## src/rtl/pllsyn_pkg.sv

```systemverilog
package pllsyn_pkg;

  // ==========================================================
  // Programming word layout
  localparam int PROG_W = 16;
  localparam int RATIO_W = 14;
  localparam int GAIN_HI = 15;
  localparam int GAIN_LO = 14;
  localparam logic [15:0] PROG_RST = 16'hFFFF;

  // ==========================================================
  // Register map (byte addresses)
  localparam int ADDR_W = 8;
  localparam logic [7:0] ADDR_CTRL = 8'h00;
  localparam logic [7:0] ADDR_STATUS = 8'h04;
  localparam logic [7:0] ADDR_LOCK_CFG = 8'h08;
  localparam logic [7:0] ADDR_IRQ_STAT = 8'h0C;
  localparam logic [7:0] ADDR_IRQ_MASK = 8'h10;

  localparam int CTRL_DIR_BIT = 0;
  localparam int CTRL_MON_BIT = 1;
  localparam logic [1:0] CTRL_RST = 2'h1;

  localparam int STAT_LOCK_BIT = 0;
  localparam int STAT_STROBE_BIT = 1;
  localparam int STAT_GAIN_LO = 2;
  localparam int STAT_RATIO_LO = 16;

  localparam int IRQ_W = 3;
  localparam int IRQ_LOCK_BIT = 0;
  localparam int IRQ_UNLOCK_BIT = 1;
  localparam int IRQ_LOAD_BIT = 2;
  localparam logic [2:0] IRQ_MASK_RST = 3'h0;

  // ==========================================================
  // Lock filter
  localparam logic [15:0] LOCK_THR_RST = 16'h0100;
  localparam logic [15:0] LOCK_DN_STEP = 16'h0003;

  // ==========================================================
  // Types
  typedef enum logic [1:0] {
    GAIN_X1_0,
    GAIN_X1_5,
    GAIN_X2_5,
    GAIN_X4_0
  } pllsyn_gain_e;

  typedef struct packed {
    logic pready;
    logic pslverr;
    logic [31:0] prdata;
  } pllsyn_apb_rsp_s;

endpackage

```

## src/rtl/pllsyn_core.sv

```systemverilog
`timescale 1ns/1ps
// Notes on behaviour
// - RF ratio is main times modulus plus swallow
// - All ratios from N(N-1) upward are reachable
// - Strobe pulse loads the 16-bit bus word
// - Strobe low: bus changes are ignored
// - Strobe high: RF divider counters reset, bus passes through
// - Falling strobe keeps last word, releases counters
// - Pump up and down off while strobe high
// - Bits 15:14 pick pump current multiplier
// - Direction swaps comparator inputs and monitors
// - RF lag sources when direction 1, sinks otherwise
// - Monitor outputs held low when disabled
// - Phase/frequency detector gives up/down pulses
// - Up AND down discharges the lock node
// - Lock output low while node above half the threshold
// - Loss of lock reported about three times faster
// - Undriven programming bits read as one
module pllsyn_core
  import pllsyn_pkg::*;
#(
  parameter int PRESC_LOG2 = 3,
  parameter int REF_W = 10,
  parameter int LOCK_W = 16
) (
  input wire logic mclk_i,
  input wire logic rst_n_i,
  input wire logic psel_i,
  input wire logic penable_i,
  input wire logic pwrite_i,
  input wire logic [ADDR_W-1:0] paddr_i,
  input wire logic [31:0] pwdata_i,
  output pllsyn_apb_rsp_s apb_rsp_o,
  input wire logic strobe_i,
  input wire logic [PROG_W-1:0] prog_bus_i,
  input wire logic rf_pulse_i,
  input wire logic ref_pulse_i,
  input wire logic [REF_W-1:0] ref_ratio_i,
  output logic pump_up_o,
  output logic pump_dn_o,
  output pllsyn_gain_e pump_gain_o,
  output logic divided_rf_monitor_o,
  output logic divided_ref_monitor_o,
  output logic lock_n_o,
  output logic irq_o
);

  localparam int MAIN_W = RATIO_W - PRESC_LOG2;
  localparam int PRES_W = PRESC_LOG2 + 1;
  localparam logic [PRES_W-1:0] PRES_TERM_LO = PRES_W'((1 << PRESC_LOG2) - 1);
  localparam logic [PRES_W-1:0] PRES_TERM_HI = PRES_W'(1 << PRESC_LOG2);
  localparam logic [LOCK_W-1:0] DN_STEP = LOCK_W'(LOCK_DN_STEP);

  // ==========================================================
  // Programming word
  logic [PROG_W-1:0] prog_q;
  logic strobe_q;

  // Transparent while strobe is high, frozen while it is low
  always_ff @(posedge mclk_i or negedge rst_n_i) begin
    if (!rst_n_i) begin
      prog_q <= PROG_RST;
    end else if (strobe_i) begin
      prog_q <= prog_bus_i;
    end
  end

  always_ff @(posedge mclk_i or negedge rst_n_i) begin
    if (!rst_n_i) begin
      strobe_q <= 1'b0;
    end else begin
      strobe_q <= strobe_i;
    end
  end

  assign pump_gain_o = pllsyn_gain_e'(prog_q[GAIN_HI:GAIN_LO]);

  logic [PRESC_LOG2-1:0] swal_val;
  logic [MAIN_W-1:0] main_val;
  assign swal_val = prog_q[PRESC_LOG2-1:0];
  assign main_val = prog_q[RATIO_W-1:PRESC_LOG2];

  // ==========================================================
  // Dual-modulus RF divider
  logic [PRES_W-1:0] pres_q;
  logic [PRESC_LOG2-1:0] swal_q;
  logic [MAIN_W-1:0] main_q;
  logic rf_div_q;
  logic pres_end;

  // Modulus N+1 while the swallow count is nonzero, N after
  assign pres_end = rf_pulse_i &&
    (pres_q == ((swal_q != '0) ? PRES_TERM_HI : PRES_TERM_LO));

  // Main count below swallow count gives a wrong ratio, hence the N(N-1) floor
  always_ff @(posedge mclk_i or negedge rst_n_i) begin
    if (!rst_n_i) begin
      pres_q <= '0;
      swal_q <= '0;
      main_q <= '0;
      rf_div_q <= 1'b0;
    end else if (strobe_i) begin
      pres_q <= '0;
      swal_q <= '0;
      main_q <= '0;
      rf_div_q <= 1'b0;
    end else if (main_q == '0) begin
      pres_q <= '0;
      swal_q <= swal_val;
      main_q <= main_val;
      rf_div_q <= 1'b0;
    end else begin
      rf_div_q <= 1'b0;
      if (rf_pulse_i) begin
        pres_q <= pres_end ? '0 : pres_q + 1'b1;
      end
      if (pres_end) begin
        if (swal_q != '0) begin
          swal_q <= swal_q - 1'b1;
        end
        if (main_q == MAIN_W'(1)) begin
          main_q <= main_val;
          swal_q <= swal_val;
          rf_div_q <= 1'b1;
        end else begin
          main_q <= main_q - 1'b1;
        end
      end
    end
  end

  // ==========================================================
  // Reference divider
  logic [REF_W-1:0] ref_cnt_q;
  logic ref_div_q;
  logic ref_wrap;

  assign ref_wrap = (ref_cnt_q + 1'b1 >= ref_ratio_i);

  always_ff @(posedge mclk_i or negedge rst_n_i) begin
    if (!rst_n_i) begin
      ref_cnt_q <= '0;
      ref_div_q <= 1'b0;
    end else begin
      ref_div_q <= ref_pulse_i && ref_wrap;
      if (ref_pulse_i) begin
        ref_cnt_q <= ref_wrap ? '0 : ref_cnt_q + 1'b1;
      end
    end
  end

  // ==========================================================
  // Register state and control register bits
  logic [1:0] ctrl_q;
  logic [LOCK_W-1:0] thr_q;
  logic [IRQ_W-1:0] irq_stat_q;
  logic [IRQ_W-1:0] irq_mask_q;
  logic dir_q;
  logic mon_en_q;
  assign dir_q = ctrl_q[CTRL_DIR_BIT];
  assign mon_en_q = ctrl_q[CTRL_MON_BIT];

  // ==========================================================
  // Phase/frequency detector and charge pump gate
  logic up_src;
  logic dn_src;
  logic up_q;
  logic dn_q;
  logic coinc;

  // Direction 1: reference edge first (RF lag) drives the source side
  assign up_src = dir_q ? ref_div_q : rf_div_q;
  assign dn_src = dir_q ? rf_div_q : ref_div_q;
  assign coinc = up_q && dn_q;

  always_ff @(posedge mclk_i or negedge rst_n_i) begin
    if (!rst_n_i) begin
      up_q <= 1'b0;
      dn_q <= 1'b0;
    end else begin
      up_q <= (up_q || up_src) && !coinc;
      dn_q <= (dn_q || dn_src) && !coinc;
    end
  end

  // Pump stays off for the whole strobe so loads do not kick the VCO
  always_ff @(posedge mclk_i or negedge rst_n_i) begin
    if (!rst_n_i) begin
      pump_up_o <= 1'b0;
      pump_dn_o <= 1'b0;
    end else begin
      pump_up_o <= ((up_q || up_src) && !coinc) && !strobe_i;
      pump_dn_o <= ((dn_q || dn_src) && !coinc) && !strobe_i;
    end
  end

  always_ff @(posedge mclk_i or negedge rst_n_i) begin
    if (!rst_n_i) begin
      divided_rf_monitor_o <= 1'b0;
      divided_ref_monitor_o <= 1'b0;
    end else begin
      divided_rf_monitor_o <= mon_en_q && dn_src;
      divided_ref_monitor_o <= mon_en_q && up_src;
    end
  end

  // ==========================================================
  // Lock filter
  logic [LOCK_W-1:0] node_q;
  logic locked;
  logic locked_q;

  // Node charges by one per cycle up to the threshold and loses three
  // per coincidence cycle; lock is shown above half the threshold
  assign locked = node_q > (thr_q >> 1);

  always_ff @(posedge mclk_i or negedge rst_n_i) begin
    if (!rst_n_i) begin
      node_q <= '0;
    end else if (coinc) begin
      node_q <= (node_q > DN_STEP) ? node_q - DN_STEP : '0;
    end else if (node_q < thr_q) begin
      node_q <= node_q + 1'b1;
    end
  end

  always_ff @(posedge mclk_i or negedge rst_n_i) begin
    if (!rst_n_i) begin
      locked_q <= 1'b0;
      lock_n_o <= 1'b1;
    end else begin
      locked_q <= locked;
      lock_n_o <= !locked;
    end
  end

  // ==========================================================
  // APB slave
  logic setup;
  logic access;
  logic wr_en;
  logic rd_stat;
  logic hit;
  logic [31:0] rd_val;

  assign setup = psel_i && !penable_i;
  assign access = psel_i && penable_i && apb_rsp_o.pready;
  assign wr_en = access && pwrite_i;
  assign rd_stat = access && !pwrite_i && (paddr_i == ADDR_IRQ_STAT);

  always_comb begin
    hit = 1'b1;
    rd_val = 32'h0000_0000;
    case (paddr_i)
      ADDR_CTRL: rd_val[1:0] = ctrl_q;
      ADDR_STATUS: begin
        rd_val[STAT_LOCK_BIT] = locked_q;
        rd_val[STAT_STROBE_BIT] = strobe_q;
        rd_val[STAT_GAIN_LO +: 2] = prog_q[GAIN_HI:GAIN_LO];
        rd_val[STAT_RATIO_LO +: RATIO_W] = prog_q[RATIO_W-1:0];
      end
      ADDR_LOCK_CFG: rd_val[LOCK_W-1:0] = thr_q;
      ADDR_IRQ_STAT: rd_val[IRQ_W-1:0] = irq_stat_q;
      ADDR_IRQ_MASK: rd_val[IRQ_W-1:0] = irq_mask_q;
      default: hit = 1'b0;
    endcase
  end

  // One wait-free access phase: ready is raised by the setup cycle
  always_ff @(posedge mclk_i or negedge rst_n_i) begin
    if (!rst_n_i) begin
      apb_rsp_o <= '0;
    end else if (setup) begin
      apb_rsp_o.pready <= 1'b1;
      apb_rsp_o.pslverr <= !hit;
      apb_rsp_o.prdata <= pwrite_i ? 32'h0000_0000 : rd_val;
    end else begin
      apb_rsp_o <= '0;
    end
  end

  always_ff @(posedge mclk_i or negedge rst_n_i) begin
    if (!rst_n_i) begin
      ctrl_q <= CTRL_RST;
      thr_q <= LOCK_W'(LOCK_THR_RST);
      irq_mask_q <= IRQ_MASK_RST;
    end else if (wr_en) begin
      case (paddr_i)
        ADDR_CTRL: ctrl_q <= pwdata_i[1:0];
        ADDR_LOCK_CFG: thr_q <= pwdata_i[LOCK_W-1:0];
        ADDR_IRQ_MASK: irq_mask_q <= pwdata_i[IRQ_W-1:0];
        default: ctrl_q <= ctrl_q;
      endcase
    end
  end

  // ==========================================================
  // Interrupts
  logic [IRQ_W-1:0] irq_evt;
  logic [IRQ_W-1:0] irq_stat_d;

  assign irq_evt[IRQ_LOCK_BIT] = locked && !locked_q;
  assign irq_evt[IRQ_UNLOCK_BIT] = !locked && locked_q;
  assign irq_evt[IRQ_LOAD_BIT] = strobe_q && !strobe_i;
  // A new event in the clearing read's cycle survives the clear
  assign irq_stat_d = (rd_stat ? '0 : irq_stat_q) | irq_evt;

  always_ff @(posedge mclk_i or negedge rst_n_i) begin
    if (!rst_n_i) begin
      irq_stat_q <= '0;
      irq_o <= 1'b0;
    end else begin
      irq_stat_q <= irq_stat_d;
      irq_o <= |(irq_stat_d & irq_mask_q);
    end
  end
endmodule

```

## config.mk

```make
export PLATFORM = sky130hd
export DESIGN_NAME = pllsyn_core
export DESIGN_NICKNAME = d
export VERILOG_FILES = /design/src/rtl/pllsyn_pkg.sv /design/src/rtl/pllsyn_core.sv
export SDC_FILE = /design/constraint.sdc
export NUM_CORES = 1
export LEC_CHECK = 0
export ABC_AREA = 1
export BUFFER_PORTS_ARGS = -buffer_cell sky130_fd_sc_hd__buf_2
export CORE_AREA = 2 2 124 126
export CTS_CLUSTER_DIAMETER = 50
export DETAILED_ROUTE_END_ITERATION = 7
export DIE_AREA = 0 0 126 128
export PLACE_DENSITY_LB_ADDON = 0.2
export SYNTH_ARGS = -nofsm -noshare
export SYNTH_HDL_FRONTEND = slang
export SYNTH_SLANG_ARGS = --single-unit
```

## constraint.sdc

```tcl
create_clock -name mclk_i -period 6.6 [get_ports mclk_i]
set_input_delay 1.32 -clock mclk_i [delete_from_list [all_inputs] [get_ports mclk_i]]
set_output_delay 1.32 -clock mclk_i [all_outputs]
set_load 0.03 [all_outputs]
```

==> results.json, run 1 <==
{
  "synth_top_family_by_area": "simple AND/OR/NAND/NOR gates",
  "outcome": "completed",
  "final_global_route_overflow_total": 0,
  "holdBufCountCts": 0,
  "dieHeight_um": 128,
  "clk_root_buffer_cell": "clkbuf_16",
  "dpl_worst_slack_ns": 3.48,
  "floorplan.core_area_um2": 14900,
  "drt_iter0_markers": 345,
  "synth_simple_gate_area_share_pct": 25.5,
  "synthesis.instances": 920,
  "cts.sinks": 128,
  "final_antenna_net_count": 0,
  "required_ns": 6.90,
  "muxShareOfSynthArea_pct": 0,
  "irDropWorstVdd_mv": 0.194,
  "timing.rr.start": "up_q",
  "via_per_inst": 5.06,
  "final_common_cell": "nand2_1",
  "worst_clock_skew_ns": 0.00876,
  "floorplan.die_area_um2": 16100,
  "floorplan.io_pins": 116,
  "grt_first_pass_wirelength_um": 27500,
  "io_buffers": 97,
  "critical_path_arrival_ns": 3.02,
  "total_count_of_hold_check_failures_in_the_final_report": 0,
  "clk_transition_reported_paths_ns": 0.06,
  "synth_cell_types": 38,
  "post-route-min-period_ns": 2.73,
  "die_w_um": 126,
  "initial_utilization_pct": 48.9,
  "timing.reg2reg.worst_path_depth": 8,
  "r2r_end": "node_q[2]",
  "insertedDiodeCount": 0,
  "postSynth.asyncResetShare_pct": 100,
  "setup_ws_ns": 3.87,
  "routabilityCongestion": 0.869,
  "worst_setup_path_start_kind": "register",
  "cp-endpoint": "node_q[2]",
  "timing.setup.critical_path_class": "register to register",
  "worstSkewPairLatency_ns": 0.42,
  "yosys_warnings": 0,
  "most_used_flip_flop_cell_after_synthesis": "dfrtp_1",
  "cts_tree": "yes",
  "leakage_nw": 4.44,
  "row_count": 45,
  "cts_post_setup_buffers_inserted": 0,
  "synth-compound-area-share_pct": 10.7,
  "cts_buffers": 17,
  "cts_htree_levels": 4,
  "mostFrequentLayoutCells": "nand2_1, inv_1, dfrtp_1",
  "route.detailed.drc": 0,
  "finalSetupViolCount": 0,
  "synth_enable_flop_cells": 0,
  "timing.fmax_mhz": 367,
  "num_vias": 6133,
  "worstPathMaxFanout": 26,
  "total_nets_final": 1131,
  "antenna_found_initial": 0,
  "final_area_um2": 8430,
  "avgSynthCellArea_um2": 7.90,
  "setup_tns_ns": 0,
  "firstDrtPassIters": 4,
  "worst_pin_slew_ns": 1.11,
  "dp.final_hpwl_um": 11700,
  "ffs_latches_synth": 128,
  "placement.cell_area_um2": 7850,
  "fill_cell_count": 1390,
  "post-route-period-util_pct": 41.3,
  "avgRoutedWirePerCell_um": 13.3,
  "finalHoldWorstSlack_ns": 0.477,
  "rsz0062_at_grt": "no",
  "area_of_combinational_cells_with_multiple_inputs_um2": 3410,
  "max-clock-path-buffers": 2,
  "critical_path.endpoint_type": "register",
  "worst_setup_path_startpoint": "up_q",
  "drv_slew": 0,
  "mappedNetlistArea_um2": 7260,
  "post_route_cells_drive_above_1_share_pct": 17.7,
  "cap_viol_max_count": 0,
  "layout-area-overhead-vs-synth_pct": 16.0,
  "wirelength_um": 16100,
  "min_path_type": "register to register",
  "grt_max_degree": 73,
  "total_power_per_unit_cell_area_nw_per_um2": 272,
  "grt_pass1_vias": 5892,
  "synth-adder-area-share_pct": 8.10,
  "globalRouteTotalUtil_pct": 21.2,
  "synthXorXnorAreaFrac_pct": 2.53,
  "post_cts.resized_instances": 0,
  "worst_slew_margin_rel_pct": 25.8,
  "seq_area_frac_synth_pct": 44.4,
  "timing.reg2reg.setup_slack_ns": 3.87,
  "seq_area_um2": 3230
}
stage by stage:
step | power [mW] | std cells | utilization (%)
finish | 2.29 | 1211 | 56.7
detailed placement | 1.40 | 1179 | 52.8
CTS | 2.32 | 1211 | 56.7
global route | 2.44 | 1211 | 56.7
global placement | 1.39 | 1179 | 52.8
floorplan | 1.27 | 921 | -
Yosys cell counts (all sizes together), types with 5 or more instances:
master | number | area share (%)
clkbuf | 13 | 0.67
nand3 | 57 | 4.3
inv | 123 | 6.4
dfrtp | 109 | 38
buf | 16 | 1.5
ha | 47 | 8.1
nand2 | 221 | 12
a21oi | 44 | 3.0
xnor2 | 5 | 0.60
nor2 | 85 | 4.8
nor3 | 39 | 2.9
o22ai | 10 | 0.86
dfstp | 19 | 6.9
xor2 | 16 | 1.9
o211ai | 5 | 0.52
nand4 | 8 | 0.69
o21ai | 87 | 6.0
per-layer routing:
metal / up-vias / wire length, um / GRT usage, % / part of all wire (%)
li1: 3163 / - / - / -
met4: 0 / 164 / 6.46 / 1.0
met1: 2868 / 7480 / 28.2 / 47
met2: 86 / 7790 / 34.9 / 49
met3: 16 / 613 / 4.76 / 3.8
met5: - / 0 / 0 / 0
sequential cells by signal (all words and copies together), names as in the netlist, 2 cells and up:
signal / flops
pres_q: 4
ctrl_q: 2
irq_stat_q: 3
thr_q: 16
main_q: 11
ref_cnt_q: 10
apb_rsp_o: 32
prog_q: 16
swal_q: 3
irq_mask_q: 3
node_q: 16
layout make-up:
type,count,area share (%)
well taps,188,2.79
repair buffers,99,5.97
inverters,125,5.58
multi-input cells,639,40.5
clock buffers,23,5.55
flip-flops and latches,128,38.3
clock inverters,9,1.29
critical path: stages (launching register included):
cell      delay (ns)
dfrtp_1         0.39
nand2_1         0.65
clkinv_1        0.59
nand2_1         0.49
inv_1           0.18
nand2_1         0.08
o21ai_0         0.07
nand2_1         0.08
nand2_1         0.06
power breakdown:
part | internal (mW) | leakage (nW) | switching [mW]
combinational | 0.174 | 2.55 | 0.297
sequential | 0.856 | 1.60 | 0.0559
clock | 0.575 | 0.281 | 0.337
worst min path at each step:
stage | depth (start not counted) | slack [ns] | start | end
final | 2 | 0.48 | prog_q[14] | prog_q[14]
after global routing | 2 | 0.50 | prog_q[14] | prog_q[14]
after CTS | 2 | 0.48 | prog_q[14] | prog_q[14]
after detailed placement | 2 | 0.47 | prog_q[14] | prog_q[14]
after global placement | 2 | 0.46 | prog_q[14] | prog_q[14]
after floorplan | 2 | 0.45 | swal_q[0] | swal_q[0]
cell families after synthesis:
group / after synthesis
XOR/XNOR: 21
AO/OA/AOI/OAI: 149
flip-flops: 128
AND/OR/NAND/NOR: 420
adder cells (fa/ha/maj): 47
other: 1
buffers and inverters: 154
No activity file was read; power rests on OpenSTA's default activity.
==> run 2, diff against run 1 <==
==> constraint.sdc (replaced) <==
create_clock -name mclk_i -period 2.3 [get_ports mclk_i]
set_input_delay 0.46 -clock mclk_i [delete_from_list [all_inputs] [get_ports mclk_i]]
set_output_delay 0.46 -clock mclk_i [all_outputs]
set_load 0.03 [all_outputs]
==> run 2 against run 1 <==
Against the previous run: die area stayed put; register-to-register slack worse by 3.8 ns; global-route usage is 0.64 points higher; critical path depth is 9 higher; highest routed layer unchanged; sequential power grew to 2.9 times the previous value; sequential share of layout area is 1.5 points lower; maximum frequency is 21% higher; first-iteration DRC count is 32% higher; flip-flop and latch count stayed put; clock-buffer cell count is 4 lower; combinational power grew to 3.3 times the previous value; worst hold slack worse by 0.24 ns; largest power group is now clock; largest cell class unchanged.
==> results.json, run 2 (same netlist as run 1, synthesis figures left out) <==
{
  "irDropWorstVdd_mv": 0.564,
  "cap_viol_max_count": 0,
  "wirelength_um": 16800,
  "final_core_utilization_pct": 59.0,
  "worstPathMaxFanout": 6,
  "grt_max_degree": 52,
  "drv_slew": 0,
  "critPathBufInv": 4,
  "avgRoutedWirePerCell_um": 13.5,
  "die_w_um": 126,
  "firstDrtPassIters": 4,
  "setup_ws_ns": 0.0416,
  "total_nets_final": 1160,
  "placement.cell_area_um2": 8050,
  "cp_slowest_stage_delay_ns": 0.35,
  "grt_first_pass_wirelength_um": 28400,
  "timing.critical_path.max_delay_family": "simple AND/OR/NAND/NOR gates",
  "final_antenna_net_count": 0,
  "cp_max_stage_cell": "dfrtp_1",
  "post-route-period-util_pct": 98.2,
  "worst_setup_path_start_kind": "register",
  "dp.final_hpwl_um": 12100,
  "finalHoldWorstSlack_ns": 0.235,
  "cts_buffers": 17,
  "row_count": 45,
  "finalSetupViolCount": 0,
  "antenna_found_initial": 0,
  "min_path_type": "input port to register",
  "globalRouteTotalUtil_pct": 21.8,
  "layout-area-overhead-vs-synth_pct": 20.7,
  "floorplan.io_pins": 116,
  "cts_htree_levels": 4,
  "critical_path.endpoint_type": "register",
  "floorplan.core_area_um2": 14900,
  "cts.sinks": 128,
  "insertedDiodeCount": 0,
  "worst_clock_skew_ns": 0.00793,
  "timing.critical_path.cells": "nand2_1 -> nor2_2 -> nand4_1 -> nor2_1 -> nand2_1 -> nand2_1 -> inv_1 -> nor2_1 -> inv_1 -> ha_4 -> a21oi_2 -> o21ai_1 -> a21oi_1 -> nand3_2 -> buf_6 -> nand2_2 -> inv_2",
  "required_ns": 2.61,
  "worst_path_most_repeated_cell": "nand2_1",
  "max-clock-path-buffers": 2,
  "rsz0062_at_grt": "yes",
  "initial_utilization_pct": 48.9,
  "timing.setup.critical_path_class": "register to register",
  "dpl_worst_slack_ns": 0.0255,
  "outcome": "completed",
  "final_global_route_overflow_total": 0,
  "leakage_nw": 4.63,
  "grt_pass1_vias": 6054,
  "total_count_of_hold_check_failures_in_the_final_report": 0,
  "final_area_um2": 8770,
  "floorplan.die_area_um2": 16100,
  "num_vias": 6251,
  "mostFrequentLayoutCells": "nand2_1, inv_1, dfrtp_1",
  "worstSkewPairLatency_ns": 0.42,
  "fill_cell_count": 1371,
  "route.detailed.drc": 0,
  "timing.fmax_mhz": 443,
  "post_route_cells_drive_above_1_share_pct": 21.9,
  "post-route-min-period_ns": 2.26,
  "clk_transition_reported_paths_ns": 0.06,
  "clk_root_buffer_cell": "clkbuf_16",
  "top_register": "apb_rsp_o",
  "dieHeight_um": 128,
  "critical_path_arrival_ns": 2.57,
  "total_power_per_unit_cell_area_nw_per_um2": 776,
  "final_common_cell": "nand2_1",
  "routabilityCongestion": 0.886,
  "drt_iter0_markers": 455,
  "cts_tree": "yes",
  "via_per_inst": 5.04,
  "io_buffers": 97,
  "largest_register_ffs": 32
}
## run 2: cell count changes in the layout (fill, tap and decap cells not counted), sizes merged
cell,before,now
buf,99,127
clkbuf,23,19
inv,123,125
clkinv,8,9
clkinvlp,1,2
dlygate4sd3,0,1
## run 2: worst reg2reg max path, stage by stage, from the launching register on
cell and delay, ns:
dfrtp_1 0.35, nand2_1 0.07, nor2_2 0.14, nand4_1 0.14
nor2_1 0.13, nand2_1 0.07, nand2_1 0.06, inv_1 0.04
nor2_1 0.10, inv_1 0.10, ha_4 0.26, a21oi_2 0.12
o21ai_1 0.07, a21oi_1 0.14, nand3_2 0.11, buf_6 0.16
nand2_2 0.06, inv_2 0.03
## run 2: through the flow
| step | std cells | TNS (ns) | total power [mW] |
|---|---|---|---|
| after CTS | 1233 | 0 | 6.78 |
| after floorplan | 921 | 0 | 3.65 |
| after detailed placement | 1200 | 0 | 4.09 |
| final | 1240 | 0 | 6.81 |
| after global placement | 1200 | 0 | 4.07 |
| after global routing | 1240 | -2.10 | 7.23 |
## run 2: final cells by class
class / count / area (um2) / share of cell area (%)
Inverter: 125 / 470 / 5.36
Sequential cell: 128 / 3230 / 36.8
Timing Repair Buffer: 128 / 768 / 8.76
Clock inverter: 13 / 135 / 1.54
Tap cell: 188 / 235 / 2.68
Multi-Input combinational cell: 639 / 3480 / 39.7
Clock buffer: 19 / 453 / 5.16
## run 2: routing by layer
layer	share of wire, %	track usage, %	vias to the layer above
li1	-	-	3219
met1	46	28.3	2893
met2	49	37.0	120
met3	3.9	4.76	19
met4	1.3	6.27	0
met5	0	0	-
## run 2: power breakdown
part	internal (mW)	switching [mW]	leakage, nW
sequential	2.46	0.141	1.60
clock	1.65	1.02	0.289
combinational	0.609	0.933	2.73
## run 2: worst paths after layout
check	from	to	slack (ns)	cells after the start
max in group asynchronous	rst_n_i	thr_q[8]	1.12	3
worst min register to register	prog_q[14]	prog_q[14]	0.47	2
min in group asynchronous	rst_n_i	apb_rsp_o[23]	0.52	2
worst min-delay path	penable_i	apb_rsp_o[32]	0.23	2
worst max-delay path	ref_cnt_q[2]	ref_div_q	0.04	17
worst max register to register	ref_cnt_q[2]	ref_div_q	0.04	17
## run 2: repair_timing
action | CTS | global route
gates resized for setup | 0 | 32
buffers inserted | 0 | 6
endpoints found under the setup margin | 0 | 11
hold buffers | 1 | 0
hold endpoints to repair | 22 | 0
